==> src/rtl/mctl2_map.svh <==
// Purpose: Offsets, field positions, reset values and timing counts
// Assumes: 8-bit register port, 40 MHz clock
// Notes:   Definitions only
`ifndef MCTL2_MAP_SVH
`define MCTL2_MAP_SVH
`define MCTL2_ADDR_CTRL2     8'h11
`define MCTL2_BIT_AUTO_EN    7
`define MCTL2_BIT_RAW        5
`define MCTL2_BIT_ONESHOT    4
`define MCTL2_RESET_VALUE    8'h00
`define MCTL2_CLK_MHZ        40
`define MCTL2_RST_CYCLE_US   1
`define MCTL2_RST_CYCLES     (`MCTL2_RST_CYCLE_US * `MCTL2_CLK_MHZ)
`endif

==> src/rtl/mctl2_pkg.sv <==
// Purpose: Types for the sensor control two block
// Assumes: Used with mctl2_map.svh
// Notes:   One-hot reset sequencer states
package mctl2_pkg;
  typedef enum logic [2:0] {
    MCTL2_IDLE  = 3'b001,
    MCTL2_PULSE = 3'b010,
    MCTL2_WAIT  = 3'b100
  } mctl2_state_t;
  typedef logic [15:0] mctl2_sample_t;
endpackage : mctl2_pkg

==> src/rtl/mctl2_top.sv <==
// Purpose: Sensor control two register and reset-cycle sequencing
// Assumes: Single clock; register port from the serial interface logic
// Notes:   Summary of operation below
// Summary of operation
// - Auto enable set: sensor reset cycle runs before every acquisition.
// - Auto enable is write-only; reads always return zero.
// - Raw select zero: outputs corrected by user offset values.
// - Raw select one: outputs presented without user offset correction.
// - Factory calibration is always applied, whatever raw select says.
// - Writing one to the one-shot bit starts one reset cycle.
// - One-shot bit reads one while a reset cycle is busy.
// - One-shot bit clears itself when the reset cycle completes.
// - After reset all three control bits hold zero.
`timescale 1ns/1ps
`include "mctl2_map.svh"
module mctl2_top #(
  parameter int W = 16
) (
  // Clock and reset
  input  wire logic                  i_mclk,
  input  wire logic                  i_rst,
  // Register port
  input  wire logic                  i_reg_wr,
  input  wire logic [7:0]            i_reg_addr,
  input  wire logic [7:0]            i_reg_wdata,
  output logic      [7:0]            o_reg_rdata,
  // Measurement sequencer
  input  wire logic                  i_acq_req,
  output logic                       o_acq_go,
  output logic                       o_sensor_reset,
  input  wire logic                  i_reset_done,
  output logic                       o_reset_busy,
  // Output data path
  input  wire logic                  i_smp_valid,
  input  wire mctl2_pkg::mctl2_sample_t i_smp_cal,
  input  wire mctl2_pkg::mctl2_sample_t i_user_offset,
  output logic                       o_out_valid,
  output mctl2_pkg::mctl2_sample_t   o_out_data
);
  import mctl2_pkg::*;

  localparam logic [7:0] RST_CYC = 8'(`MCTL2_RST_CYCLES);

  function automatic logic hit(input logic [7:0] a);
    hit = (a == `MCTL2_ADDR_CTRL2);
  endfunction : hit

  logic         auto_reg, auto_next;
  logic         raw_reg, raw_next;
  logic         pend_reg, pend_next;
  logic         acq_reg, acq_next;
  logic         go_reg, go_next;
  logic [7:0]   cnt_reg, cnt_next;
  logic [7:0]   rd_reg, rd_next;
  mctl2_state_t st_reg, st_next;
  logic         wr_hit;
  logic         busy;

  assign wr_hit = i_reg_wr && hit(i_reg_addr);
  assign busy   = pend_reg || (st_reg != MCTL2_IDLE);

  // Control bits; bits 6,3..0 are not stored
  always_comb begin
    auto_next = auto_reg;
    raw_next  = raw_reg;
    if (wr_hit) begin
      auto_next = i_reg_wdata[`MCTL2_BIT_AUTO_EN];
      raw_next  = i_reg_wdata[`MCTL2_BIT_RAW];
    end
  end

  // Sequencer: a manual request or auto-before-acquire runs one cycle.
  // Acquisition is held until the reset cycle ends when auto is on.
  always_comb begin
    st_next   = st_reg;
    cnt_next  = cnt_reg;
    pend_next = pend_reg;
    acq_next  = acq_reg;
    go_next   = 1'b0;
    if (wr_hit && i_reg_wdata[`MCTL2_BIT_ONESHOT]) begin
      pend_next = 1'b1;
    end
    if (i_acq_req) begin
      if (auto_reg) begin
        acq_next  = 1'b1;
        pend_next = 1'b1;
      end else begin
        go_next = 1'b1;
      end
    end
    unique case (st_reg)
      MCTL2_IDLE: begin
        if (pend_reg) begin
          st_next   = MCTL2_PULSE;
          cnt_next  = RST_CYC - 8'h01;
        end
      end
      MCTL2_PULSE: begin
        if (cnt_reg == 8'h00) begin
          st_next = MCTL2_WAIT;
        end else begin
          cnt_next = cnt_reg - 8'h01;
        end
      end
      MCTL2_WAIT: begin
        if (i_reset_done) begin
          st_next   = MCTL2_IDLE;
          pend_next = pend_next && !(pend_reg && !wr_hit && !i_acq_req);
          if (acq_reg) begin
            go_next  = 1'b1;
            acq_next = 1'b0;
          end
        end
      end
      default: st_next = MCTL2_IDLE;
    endcase
    if (st_reg == MCTL2_IDLE && pend_reg) begin
      pend_next = (wr_hit && i_reg_wdata[`MCTL2_BIT_ONESHOT]) ||
                  (i_acq_req && auto_reg);
    end
  end

  // Read mux; auto enable and unused bits read zero
  always_comb begin
    rd_next = 8'h00;
    if (hit(i_reg_addr)) begin
      rd_next[`MCTL2_BIT_RAW]     = raw_reg;
      rd_next[`MCTL2_BIT_ONESHOT] = busy;
    end
  end

  always_ff @(posedge i_mclk or posedge i_rst) begin
    if (i_rst) begin
      auto_reg <= 1'b0;
      raw_reg  <= 1'b0;
      pend_reg <= 1'b0;
      acq_reg  <= 1'b0;
      go_reg   <= 1'b0;
      cnt_reg  <= 8'h00;
      rd_reg   <= `MCTL2_RESET_VALUE;
      st_reg   <= MCTL2_IDLE;
    end else begin
      auto_reg <= auto_next;
      raw_reg  <= raw_next;
      pend_reg <= pend_next;
      acq_reg  <= acq_next;
      go_reg   <= go_next;
      cnt_reg  <= cnt_next;
      rd_reg   <= rd_next;
      st_reg   <= st_next;
    end
  end

  assign o_reg_rdata    = rd_reg;
  assign o_acq_go       = go_reg;
  assign o_sensor_reset = (st_reg == MCTL2_PULSE);
  assign o_reset_busy   = busy;

  // Calibrated input; only the user offset depends on raw select
  mctl2_offset #(.W(W)) u_offset (
    .i_mclk   (i_mclk),
    .i_rst    (i_rst),
    .i_valid  (i_smp_valid),
    .i_sample (i_smp_cal),
    .i_offset (i_user_offset),
    .i_raw    (raw_reg),
    .o_valid  (o_out_valid),
    .o_data   (o_out_data)
  );

  // Reset cancels any open attempt; only the release check looks past it
  chk_auto_reads_zero: assert property (
    @(posedge i_mclk) disable iff (i_rst)
    o_reg_rdata[`MCTL2_BIT_AUTO_EN] == 1'b0)
    else $error("auto enable read back non-zero");
  chk_unused_zero: assert property (
    @(posedge i_mclk) disable iff (i_rst)
    (o_reg_rdata & 8'h4F) == 8'h00)
    else $error("unused bit read non-zero");
  chk_oneshot_starts: assert property (
    @(posedge i_mclk) disable iff (i_rst)
    (wr_hit && i_reg_wdata[`MCTL2_BIT_ONESHOT]) |=> busy ##[0:2]
    o_sensor_reset)
    else $error("one-shot write did not start a reset cycle");
  chk_busy_read: assert property (
    @(posedge i_mclk) disable iff (i_rst)
    hit(i_reg_addr) |=> o_reg_rdata[`MCTL2_BIT_ONESHOT] == $past(busy))
    else $error("one-shot read does not match busy");
  chk_self_clear: assert property (
    @(posedge i_mclk) disable iff (i_rst)
    (st_reg == MCTL2_WAIT && i_reset_done && !pend_reg && !wr_hit
     && !i_acq_req) |=> !busy)
    else $error("one-shot did not clear after cycle");
  chk_auto_before_acq: assert property (
    @(posedge i_mclk) disable iff (i_rst)
    (i_acq_req && auto_reg && !busy) |=> !o_acq_go ##[1:2] o_sensor_reset)
    else $error("acquisition not preceded by reset cycle");
  chk_no_auto_reset: assert property (
    @(posedge i_mclk) disable iff (i_rst)
    (i_acq_req && !auto_reg) |=> o_acq_go)
    else $error("acquisition held while auto is off");
  // A held acquisition is released only by the analog done pulse
  chk_go_after_done: assert property (
    @(posedge i_mclk) disable iff (i_rst)
    (st_reg == MCTL2_WAIT && i_reset_done && acq_reg) |=> o_acq_go)
    else $error("held acquisition not released after reset cycle");
  // Pulse phase starts with a full count and ends when it runs out
  chk_pulse_start: assert property (
    @(posedge i_mclk) disable iff (i_rst)
    $rose(o_sensor_reset) |-> cnt_reg == RST_CYC - 8'h01)
    else $error("reset pulse started with a short count");
  chk_pulse_end: assert property (
    @(posedge i_mclk) disable iff (i_rst)
    (o_sensor_reset && cnt_reg == 8'h00) |=> !o_sensor_reset)
    else $error("reset pulse ran past its count");
  // Looked at on the first edge after release, so no disable here
  chk_reset_clean: assert property (
    @(posedge i_mclk)
    $fell(i_rst) |-> (o_reg_rdata == 8'h00 && !o_reset_busy && !o_acq_go
     && !o_sensor_reset && !auto_reg && !raw_reg && !pend_reg))
    else $error("control state not cleared by reset");
  chk_raw_path: assert property (
    @(posedge i_mclk) disable iff (i_rst)
    (i_smp_valid && raw_reg) |=> o_out_data == $past(i_smp_cal))
    else $error("raw mode applied correction");
  chk_corr_path: assert property (
    @(posedge i_mclk) disable iff (i_rst)
    (i_smp_valid && !raw_reg) |=>
    o_out_data == W'($past(i_smp_cal) - $past(i_user_offset)))
    else $error("normal mode missing correction");
  cov_oneshot: cover property (@(posedge i_mclk)
    st_reg == MCTL2_WAIT && i_reset_done && !acq_reg);
  cov_auto_acq: cover property (@(posedge i_mclk) acq_reg && o_acq_go);
  cov_raw: cover property (@(posedge i_mclk) i_smp_valid && raw_reg);
  cov_reset_release: cover property (@(posedge i_mclk) $fell(i_rst));
endmodule : mctl2_top

==> src/rtl/mctl2_offset.sv <==
// Purpose: Output data path, user offset correction per axis
// Assumes: Samples already factory calibrated upstream
// Notes:   Data out is registered
`timescale 1ns/1ps
module mctl2_offset #(
  parameter int W = 16
) (
  // Clock and reset
  input  wire logic         i_mclk,
  input  wire logic         i_rst,
  // Sample in
  input  wire logic         i_valid,
  input  wire logic [W-1:0] i_sample,
  input  wire logic [W-1:0] i_offset,
  input  wire logic         i_raw,
  // Sample out
  output logic              o_valid,
  output logic      [W-1:0] o_data
);
  logic [W-1:0] data_reg;
  logic [W-1:0] data_next;
  logic         valid_reg;

  always_comb begin
    data_next = data_reg;
    if (i_valid) begin
      data_next = i_raw ? i_sample : W'(i_sample - i_offset);
    end
  end

  always_ff @(posedge i_mclk or posedge i_rst) begin
    if (i_rst) begin
      data_reg  <= '0;
      valid_reg <= 1'b0;
    end else begin
      data_reg  <= data_next;
      valid_reg <= i_valid;
    end
  end

  assign o_data  = data_reg;
  assign o_valid = valid_reg;
endmodule : mctl2_offset

==> config.mk <==
export PLATFORM = sky130hd
export DESIGN_NAME = mctl2_top
export DESIGN_NICKNAME = d
export VERILOG_FILES = /design/src/rtl/mctl2_pkg.sv /design/src/rtl/mctl2_top.sv /design/src/rtl/mctl2_offset.sv
export VERILOG_INCLUDE_DIRS = /design/src /design/src/rtl
export SDC_FILE = /design/constraint.sdc
export NUM_CORES = 1
export LEC_CHECK = 0
export ABC_CLOCK_PERIOD_IN_PS = 2600
export BUFFER_PORTS_ARGS = -buffer_cell sky130_fd_sc_hd__buf_2
export CAP_MARGIN = 10
export CORE_MARGIN = 1.5
export CORE_UTILIZATION = 42
export DETAILED_ROUTE_END_ITERATION = 16
export PLACE_DENSITY_LB_ADDON = 0.08
export SYNTH_ARGS = -nofsm -noshare
export SYNTH_HDL_FRONTEND = slang
export SYNTH_SLANG_ARGS = --single-unit
export TNS_END_PERCENT = 100
==> constraint.sdc <==
create_clock -name i_mclk -period 2.6 [get_ports i_mclk]
set_input_delay 0.39 -clock i_mclk [delete_from_list [all_inputs] [get_ports i_mclk]]
set_output_delay 0.39 -clock i_mclk [all_outputs]
set_load 0.01 [all_outputs]
==> impl_metrics.tcl, run 1 <==
set metrics [dict create \
    cts_sinks 35 \
    arrival_ns 2.51 \
    rsz0062_at_grt "false" \
    clockPowerShare 0.281 \
    hold_viol 0 \
    synth-edff-count 0 \
    layout-drive-gt1-share 0.277 \
    ant_nets 0 \
    core_region_area_um2 5540 \
    initial_utilization 0.439 \
    crit_slowest_cell "or4_4" \
    finalSetupViolCount 0 \
    slowest_delay_ns 0.54 \
    sw_frac_of_total 0.326 \
    area_growth_pct 24.3 \
    p_seq_frac 0.407 \
    clock_path_buffers 2 \
    holdBufCountCts 0 \
    nFillCells 577 \
    crit_path_start "i_smp_cal[0]" \
    tightest_slew_ns 0.492 \
    endpoint "u_offset.o_data[14]" \
    crit_type "primary input to flop" \
    die_h_um 79.1 \
    htreeDepth 2 \
    dpl.hpwl_mm 4.31 \
    timing.clock.skew_ns 0.00502 \
    slew_violations 0 \
    cp.required_ns 2.81 \
    fin_cells 437 \
    grt_max_degree 36 \
    slew_headroom 0.669 \
    num_antenna_cells 0 \
    ir_drop_v 0.000241 \
    use_met2 0.328 \
    path_max_fanout 2 \
    fin_tns_setup_ns 0 \
    io_buffer_count 70 \
    synthFlopType "dfrtp_1" \
    worstReg2RegStart "cnt_reg[4]" \
    root_buffer "clkbuf_8" \
    comb_power_share 0.312 \
    grt_util_met1 0.253 \
    critPathTopFamily "simple AND/OR/NAND/NOR gates" \
    synthArstFlopShare 1.00 \
    die_x_um 79.1 \
    gp_congestion 0.833 \
    largest_reg_flops 16 \
    worstReg2RegEnd "cnt_reg[6]" \
    yosysWarnings 0 \
    grt_util_all_layers 0.197 \
    cts_tree "yes" \
    routed_wl_mm 5.58 \
    fin_crit_sh 0.884 \
    fmax_mhz 435 \
    rows 27 \
    regArea_um2 877 \
    cp_cell_sequence "buf_2, inv_1, ha_1, inv_1, fa_1, a211oi_2, or4_4, a311oi_2, nor3_1, or3b_1, a31oi_1" \
    multi_input_area_um2 1410 \
    avgSynthCellArea_um2 8.59 \
    status "complete, no violations" \
    die-area_um2 6250 \
    r2r_setup_slack_ns 0.79 \
    clkTransAtPathRegs_ns 0.07 \
    drc 0 \
    syn-cell-area_um2 2430 \
    maxCapViolations 0 \
    antenna_found_initial 0 \
    rr_worst_depth 7 \
    cts_buffers 5 \
    grt-ovfl-total 0 \
    dpl.cell_count 429 \
    fin_crit_ns 2.30 \
    ys_seq_area_frac 0.361 \
    hp-class "primary input to async pin" \
    drt-wirelength-per-cell_um 12.8 \
    ios 82 \
    clk_latency_ns 0.29 \
    grt_pass1_wl_mm 9.95 \
    power_density_nw_per_um2 605 \
    first_global_vias 2309 \
    worstSetupStartpointType "primary input" \
    crit_cells 11 \
    dr.pass1.iters 4 \
    use_met3 0.0391 \
    yosys_register_bits 35 \
    post_cts_buffers 0 \
    leakagePower_nw 1.52 \
    crit_path_frequent_cell "inv_1" \
    layout_common_cells "buf_2 (70), dfrtp_1 (34), nor2_1 (31), inv_1 (26), nand2_1 (23)" \
    grt_busiest_layer "met2" \
    syn_inst 283 \
    ys_types 52 \
    vias_per_cell 5.17 \
    drt_iter0_drc 66 \
    fin_nets 436 \
    worstSetupEndpointType "flop" \
    layout_commonest_cell "buf_2" \
    cp_num_buf_inv 3 \
    cts_resized 0 \
    cell_internal_pwr_mw 1.23 \
    p_switching_mw 0.596 \
    num_vias 2260 \
]
## worst min path at each step
stage / startpoint / endpoint / slack (ns) / depth (start not counted)
finish: i_rst / auto_reg / 0.20 / 3
global route: i_rst / u_offset.o_data[6] / 0.26 / 3
CTS: i_rst / u_offset.o_data[6] / 0.22 / 3
detailed placement: acq_reg / acq_reg / 0.48 / 1
global placement: acq_reg / acq_reg / 0.47 / 1
floorplan: i_smp_valid / u_offset.o_valid / 0.42 / 0
## synth_stat cells, types with 4 or more instances
cell type	count	area (µm²)
nand2_1	23	86.3
nor3_1	9	45.0
nand3_1	13	65.1
dfrtp_1	34	851
a211oi_1	4	30.0
a31oi_1	10	62.6
nand2b_1	4	25.0
inv_1	26	97.6
a21oi_1	17	85.1
xnor2_1	5	43.8
buf_4	6	45.0
ha_1	17	213
o21ai_0	10	50.1
nor2b_1	5	31.3
xor2_1	8	70.1
clkbuf_1	4	15.0
nor2_1	31	116
a21o_1	6	45.0
## worst register-to-register path: cells and delay by family (launching register included)
kind,cells,cell delay (ns)
simple gates,3,0.64
buf+inv,1,0.17
compound gates,2,0.31
flops,1,0.42
xor+xnor,1,0.15
## logic make-up (layout without fill, tap and decap cells)
kind of cell	Yosys count	in the layout	share of synthesized area
mux	5	5	0.0221
flops	35	35	0.361
other cells	1	6	0.00154
simple gates	106	106	0.219
xor+xnor	13	13	0.0468
fa+ha+maj	18	18	0.0957
compound gates	67	67	0.186
buf+inv	38	115	0.0679
## area by class of cell
cell class                      instances  share of cell area
Clock inverter                          2              0.0116
Multi-Input combinational cell        215               0.466
Clock buffer                            6              0.0273
Tap cell                               72              0.0298
Inverter                               26              0.0323
Sequential cell                        35               0.290
Timing Repair Buffer                   81               0.143
## per-stage QoR
stage	hold WS [ns]	total power, mW	setup WS [ns]	cell area (µm²)	utilization
global placement	0.465	1.32	0.0298	2910	0.524
CTS	0.220	1.85	0.307	3020	0.546
global route	0.264	1.97	0.113	3020	0.546
detailed placement	0.478	1.33	0.0127	2910	0.524
floorplan	0.421	1.14	0.155	2450	-
finish	0.195	1.83	0.300	3020	0.546
## metal layers
metal  vias up  part of all wire
met5         -                 0
met4         0             0.017
met3         7             0.027
met2        36              0.49
met1      1071              0.46
li1       1146                 -
## power by group through the flow
stage | Combinational, mW | Sequential, mW | Clock (mW)
global route | 0.651 | 0.762 | 0.555
global placement | 0.567 | 0.751 | 0
finish | 0.572 | 0.744 | 0.514
CTS | 0.578 | 0.743 | 0.531
floorplan | 0.376 | 0.760 | 0
detailed placement | 0.574 | 0.753 | 0
(Power assumes the default switching activity.)
==> run 2, diff against run 1 <==
ABC_AREA = 1   (was not set)
==> run 2 against run 1 <==
Net effect: power up 11%; cell count increased by 23%; die area rose by 9.1%; worst setup slack improved by 0.43 ns; hold slack got worse by 0.076 ns; non-clock buffer count fell by 9; clock-buffer cell count down 1; first-iteration DRC count increased by 33%; clock skew about the same; critical path type is now flop to primary output; critical endpoint is now o_reset_busy; largest power group is now combinational logic.
==> impl_metrics.tcl, run 2 <==
set metrics [dict create \
    first_global_vias 2399 \
    clk_latency_ns 0.28 \
    yosysMostFrequentCell "nand2_1" \
    slew_headroom 0.511 \
    grt_max_degree 27 \
    area_growth_pct 19.7 \
    fin_nets 534 \
    synthFlopType "dfrtp_1" \
    yosysWarnings 0 \
    synth_common_cells "nand2_1 (110), inv_1 (55), nor2_1 (43), dfrtp_1 (34), nand3_1 (26)" \
    arrival_ns 1.48 \
    root_buffer "clkbuf_8" \
    gp_congestion 0.876 \
    finalSetupViolCount 0 \
    path_max_fanout 3 \
    layout-drive-gt1-share 0.207 \
    clock_path_buffers 2 \
    drc 0 \
    rows 28 \
    clkTransAtPathRegs_ns 0.08 \
    worstSetupEndpointType "primary output" \
    tightest_slew_ns 0.733 \
    yosys_register_bits 35 \
    synth_top_area_frac 0.320 \
    io_buffer_count 70 \
    layout_commonest_cell "nand2_1" \
    cp.required_ns 2.21 \
    avgSynthCellArea_um2 6.82 \
    fin_crit_ns 1.87 \
    ir_drop_v 0.000439 \
    dpl.cell_count 530 \
    post_cts_buffers 0 \
    routed_wl_mm 6.19 \
    num_vias 2600 \
    holdBufCountCts 0 \
    timing.clock.skew_ns 0.00495 \
    maxCapViolations 0 \
    cts_sinks 35 \
    layout_common_cells "nand2_1 (110), buf_2 (70), inv_1 (55), nor2_1 (43), dfrtp_1 (34)" \
    worstSetupStartpointType "flop" \
    synthArstFlopShare 1.00 \
    cts_buffers 5 \
    hold_ws_ns 0.119 \
    status "complete, no violations" \
    crit_slowest_cell "dfstp_2" \
    rsz0062_at_grt "false" \
    fin_crit_sh 0.718 \
    slew_violations 0 \
    synth-edff-count 0 \
    syn_inst 390 \
    finish.utilization 0.528 \
    vias_per_cell 4.83 \
    grt-ovfl-total 0 \
    antenna_found_initial 0 \
    grt_util_all_layers 0.195 \
    ys_seq_area_frac 0.330 \
    drt-wirelength-per-cell_um 11.5 \
    synth_area_leaders "dfrtp_1 (32%), nand2_1 (16%), ha_1 (8.0%)" \
    fin_tns_setup_ns 0 \
    largest_reg_flops 16 \
    hold_viol 0 \
    slowest_delay_ns 0.56 \
    die_h_um 82.6 \
    ys_types 35 \
    power_density_nw_per_um2 638 \
    grt_pass1_wl_mm 10.2 \
    cts_resized 0 \
    ant_nets 0 \
    leakagePower_nw 1.77 \
    setup_ws_ns 0.733 \
    dpl.hpwl_mm 4.95 \
    dp_slack_ns 0.538 \
    synth_top_cell_by_area "dfrtp_1" \
    hp-class "primary input to async pin" \
    ios 82 \
    dr.pass1.iters 4 \
    cp_cell_sequence "inv_1, nor3_2, inv_2, nor2_4, inv_2, buf_2" \
    syn-cell-area_um2 2660 \
    cts_tree "yes" \
    initial_utilization 0.441 \
    fmax_mhz 536 \
    die-area_um2 6820 \
    die_x_um 82.6 \
    crit_path_frequent_cell "inv_2" \
    htreeDepth 2 \
    core_region_area_um2 6030 \
    drt_iter0_drc 88 \
    fin_cells 538 \
    crit_type "flop to primary output" \
    num_antenna_cells 0 \
]
## run 2: changes by cell type in the layout (fill, tap and decap cells not counted), sizes merged, moves of 4 or more
cell and delta:
a31oi -10, buf -9, nor2b -5, a211oi -5, nand2b -4, a21o -6
inv +36, nand2 +89, nand3 +14, o21ai +13, nor2 +14
## run 2: area by class of cell
cell class	instances	area (µm²)
well taps	75	93.8
multi-input cells	286	1500
clock buffers	5	68.8
repair buffers	72	365
inverters	62	238
flip-flops and latches	35	877
fillers	662	2840
clock inverters	3	43.8
## run 2: power breakdown
group	internal, mW	switching [mW]	total (mW)
registers	0.646	0.0731	0.720
clock network	0.286	0.208	0.494
logic	0.295	0.522	0.817
total	1.23	0.804	2.03
## run 2: worst max-delay path: cells and delay by family, from the launching register on
family | cells | cell delay, ns
flip-flops | 1 | 0.56
buffers and inverters | 4 | 0.37
AND/OR/NAND/NOR | 2 | 0.28
## run 2: per-stage QoR
stage / area, µm² / power (mW)
floorplan: 2680 / 1.35
global placement: 3070 / 1.54
detailed placement: 3070 / 1.56
CTS: 3180 / 2.05
global route: 3180 / 2.20
finish: 3180 / 2.03
## run 2: final timing paths
kind / start / end / slack (ns) / cells past startpoint
setup reg to reg: st_reg[2] / cnt_reg[5] / 0.94 / 8
hold / removal: i_rst / cnt_reg[7] / 0.12 / 3
hold reg to reg: u_offset.o_data[14] / u_offset.o_data[14] / 0.48 / 2
max in group asynchronous: i_rst / st_reg[0] / 2.20 / 3
min in group i_mclk: i_reg_wdata[7] / auto_reg / 0.31 / 3
setup / recovery: st_reg[0] / o_reset_busy / 0.73 / 6
## run 2: cells by family after synthesis
kind of cell,Yosys count,share of synthesized area
AO/OA/AOI/OAI,53,0.108
XOR/XNOR,9,0.0296
adder cells (fa/ha/maj),18,0.0875
buffers and inverters,74,0.115
flip-flops,35,0.330
other,1,0.00141
AND/OR/NAND/NOR,200,0.329
## run 2: routing by layer
metal  track usage  vias up  routed length, µm
met5             0        -                  0
met4        0.0550        0                 36
met3        0.0297        2                186
met2         0.344       44               3020
met1         0.245     1188               2950
li1              -     1366                  -
==> run 3, diff against run 2 <==
ABC_AREA = 0   (was 1)
ABC_CLOCK_PERIOD_IN_PS = 1700   (was 2600)
clock period = 1.7 ns   (was 2.6 ns; I/O delays follow)
==> run 3 against run 2 <==
Net effect: the run now ends with negative setup slack left; clock power rose by 60%; wire length rose by 4.6%; combinational power rose by 41%; via count fell by 7.0%; power rose by 52%; non-clock buffer count rose by 48; hold slack improved by 0.082 ns; die area fell by 8.3%; sequential share of layout area fell by 3.1 points; register-to-register slack got worse by 0.82 ns; first-iteration DRC count fell by 15%; critical path type is now primary input to flop; critical endpoint is now u_offset.o_data[14].
==> impl_metrics.tcl, run 3 (synthesis results as in run 1) <==
set metrics [dict create \
    status "finished, violations left" \
    violations "negative setup slack" \
    die_x_um 79.1 \
    vias_per_cell 5.08 \
    arrival_ns 2.16 \
    ant_nets 0 \
    finalPower_mw 3.08 \
    drt-wirelength-per-cell_um 13.6 \
    cp_cell_sequence "buf_8, inv_8, ha_4, inv_2, fa_2, a211oi_2, or4_4, a311oi_2, nor3_1, or3b_1, a31oi_1" \
    cts_sinks 35 \
    ios 82 \
    multi_input_area_um2 1610 \
    cp.required_ns 1.91 \
    path_max_fanout 2 \
    die-area_um2 6250 \
    grt-ovfl-total 0 \
    regArea_um2 877 \
    slowest_delay_ns 0.50 \
    crit_slowest_cell "or4_4" \
    dr.pass1.iters 4 \
    fmax_mhz 512 \
    timing.clock.skew_ns 0.00550 \
    slew_headroom 0.622 \
    ir_drop_v 0.000442 \
    clkTransAtPathRegs_ns 0.07 \
    hold_ws_ns 0.202 \
    layout-drive-gt1-share 0.423 \
    worstSetupEndpointType "flop" \
    setup_ws_ns -0.254 \
    cts_buffers 5 \
    tightest_slew_ns 0.567 \
    finalInstanceArea_um2 3590 \
    grt_max_degree 28 \
    finish.utilization 0.648 \
    root_buffer "clkbuf_8" \
    drt_iter0_drc 75 \
    fin_crit_sh 1.15 \
    fin_tns_setup_ns -1.04 \
    dpl.cell_count 460 \
    routed_wl_mm 6.47 \
    drc 0 \
    nFillCells 505 \
    dpl.hpwl_mm 4.92 \
    power_density_nw_per_um2 859 \
    core_region_area_um2 5540 \
    layout_common_cells "buf_2 (67), buf_4 (41), dfrtp_1 (34), nor2_1 (30), nand2_1 (23)" \
    initial_utilization 0.439 \
    worstSetupStartpointType "primary input" \
    leakagePower_nw 1.76 \
    rsz0062_at_grt "true" \
    clk_latency_ns 0.29 \
    maxCapViolations 0 \
    fin_nets 475 \
    fin_cells 476 \
    io_buffer_count 70 \
    finalSetupViolCount 9 \
    fin_crit_ns 1.95 \
    r2r_setup_slack_ns 0.12 \
    gp_congestion 0.861 \
    grt_util_all_layers 0.217 \
    num_vias 2417 \
    grt_pass1_wl_mm 10.7 \
    dpl_cell_area_um2 3210 \
    layout_commonest_cell "buf_2" \
    crit_type "primary input to flop" \
    cts_tree "yes" \
    rows 27 \
    slew_violations 0 \
    clock_path_buffers 2 \
    num_antenna_cells 0 \
    hold_viol 0 \
    antenna_found_initial 0 \
    first_global_vias 2373 \
    largest_reg_flops 16 \
    dp_slack_ns -0.690 \
    hp-class "primary input to flop" \
    htreeDepth 2 \
    area_growth_pct 47.6 \
    die_h_um 79.1 \
]
run 3: worst max-delay path: cells and delay by family:
kind | cells | cell delay [ns]
AND/OR/NAND/NOR | 3 | 0.93
adder cells (fa/ha/maj) | 2 | 0.33
buffers and inverters | 3 | 0.16
AO/OA/AOI/OAI | 3 | 0.49
run 3: area by class of cell:
cell class | count | share of cell area
Inverter | 26 | 0.0300
Tap cell | 72 | 0.0251
Timing Repair Buffer | 120 | 0.220
Sequential cell | 35 | 0.244
Clock inverter | 2 | 0.00976
Multi-Input combinational cell | 215 | 0.448
Clock buffer | 6 | 0.0230
run 3: report_power, final:
part           switching [mW]  total, mW  internal (mW)
registers               0.139       1.14           1.00
clock network           0.317      0.791          0.475
logic                   0.562       1.15          0.592
run 3: worst paths after layout:
kind                                        to  cells after the start            from
max                        u_offset.o_data[14]                     11    i_smp_cal[0]
min                                   auto_reg                      2  i_reg_wdata[7]
max reg2reg                         cnt_reg[6]                      7      cnt_reg[0]
min reg2reg                            acq_reg                      1         acq_reg
max in group asynchronous            st_reg[1]                      4           i_rst
min in group asynchronous       o_reg_rdata[5]                      3           i_rst
run 3: per-layer routing:
metal,track usage,vias up,wire length [µm]
met2,0.385,41,3470
li1,-,1225,-
met1,0.264,1143,2740
met3,0.0379,8,174
met5,0,-,0
met4,0.0702,0,86
run 3: timing repair:
| action | in CTS | in global routing |
|---|---|---|
| endpoints found under the setup margin | 10 | 21 |
| gates resized for setup | 23 | 20 |
| pin swaps | 22 | 20 |
| buffers inserted | 4 | 3 |
| hold endpoints to repair | 7 | 0 |
| hold buffers | 1 | 0 |
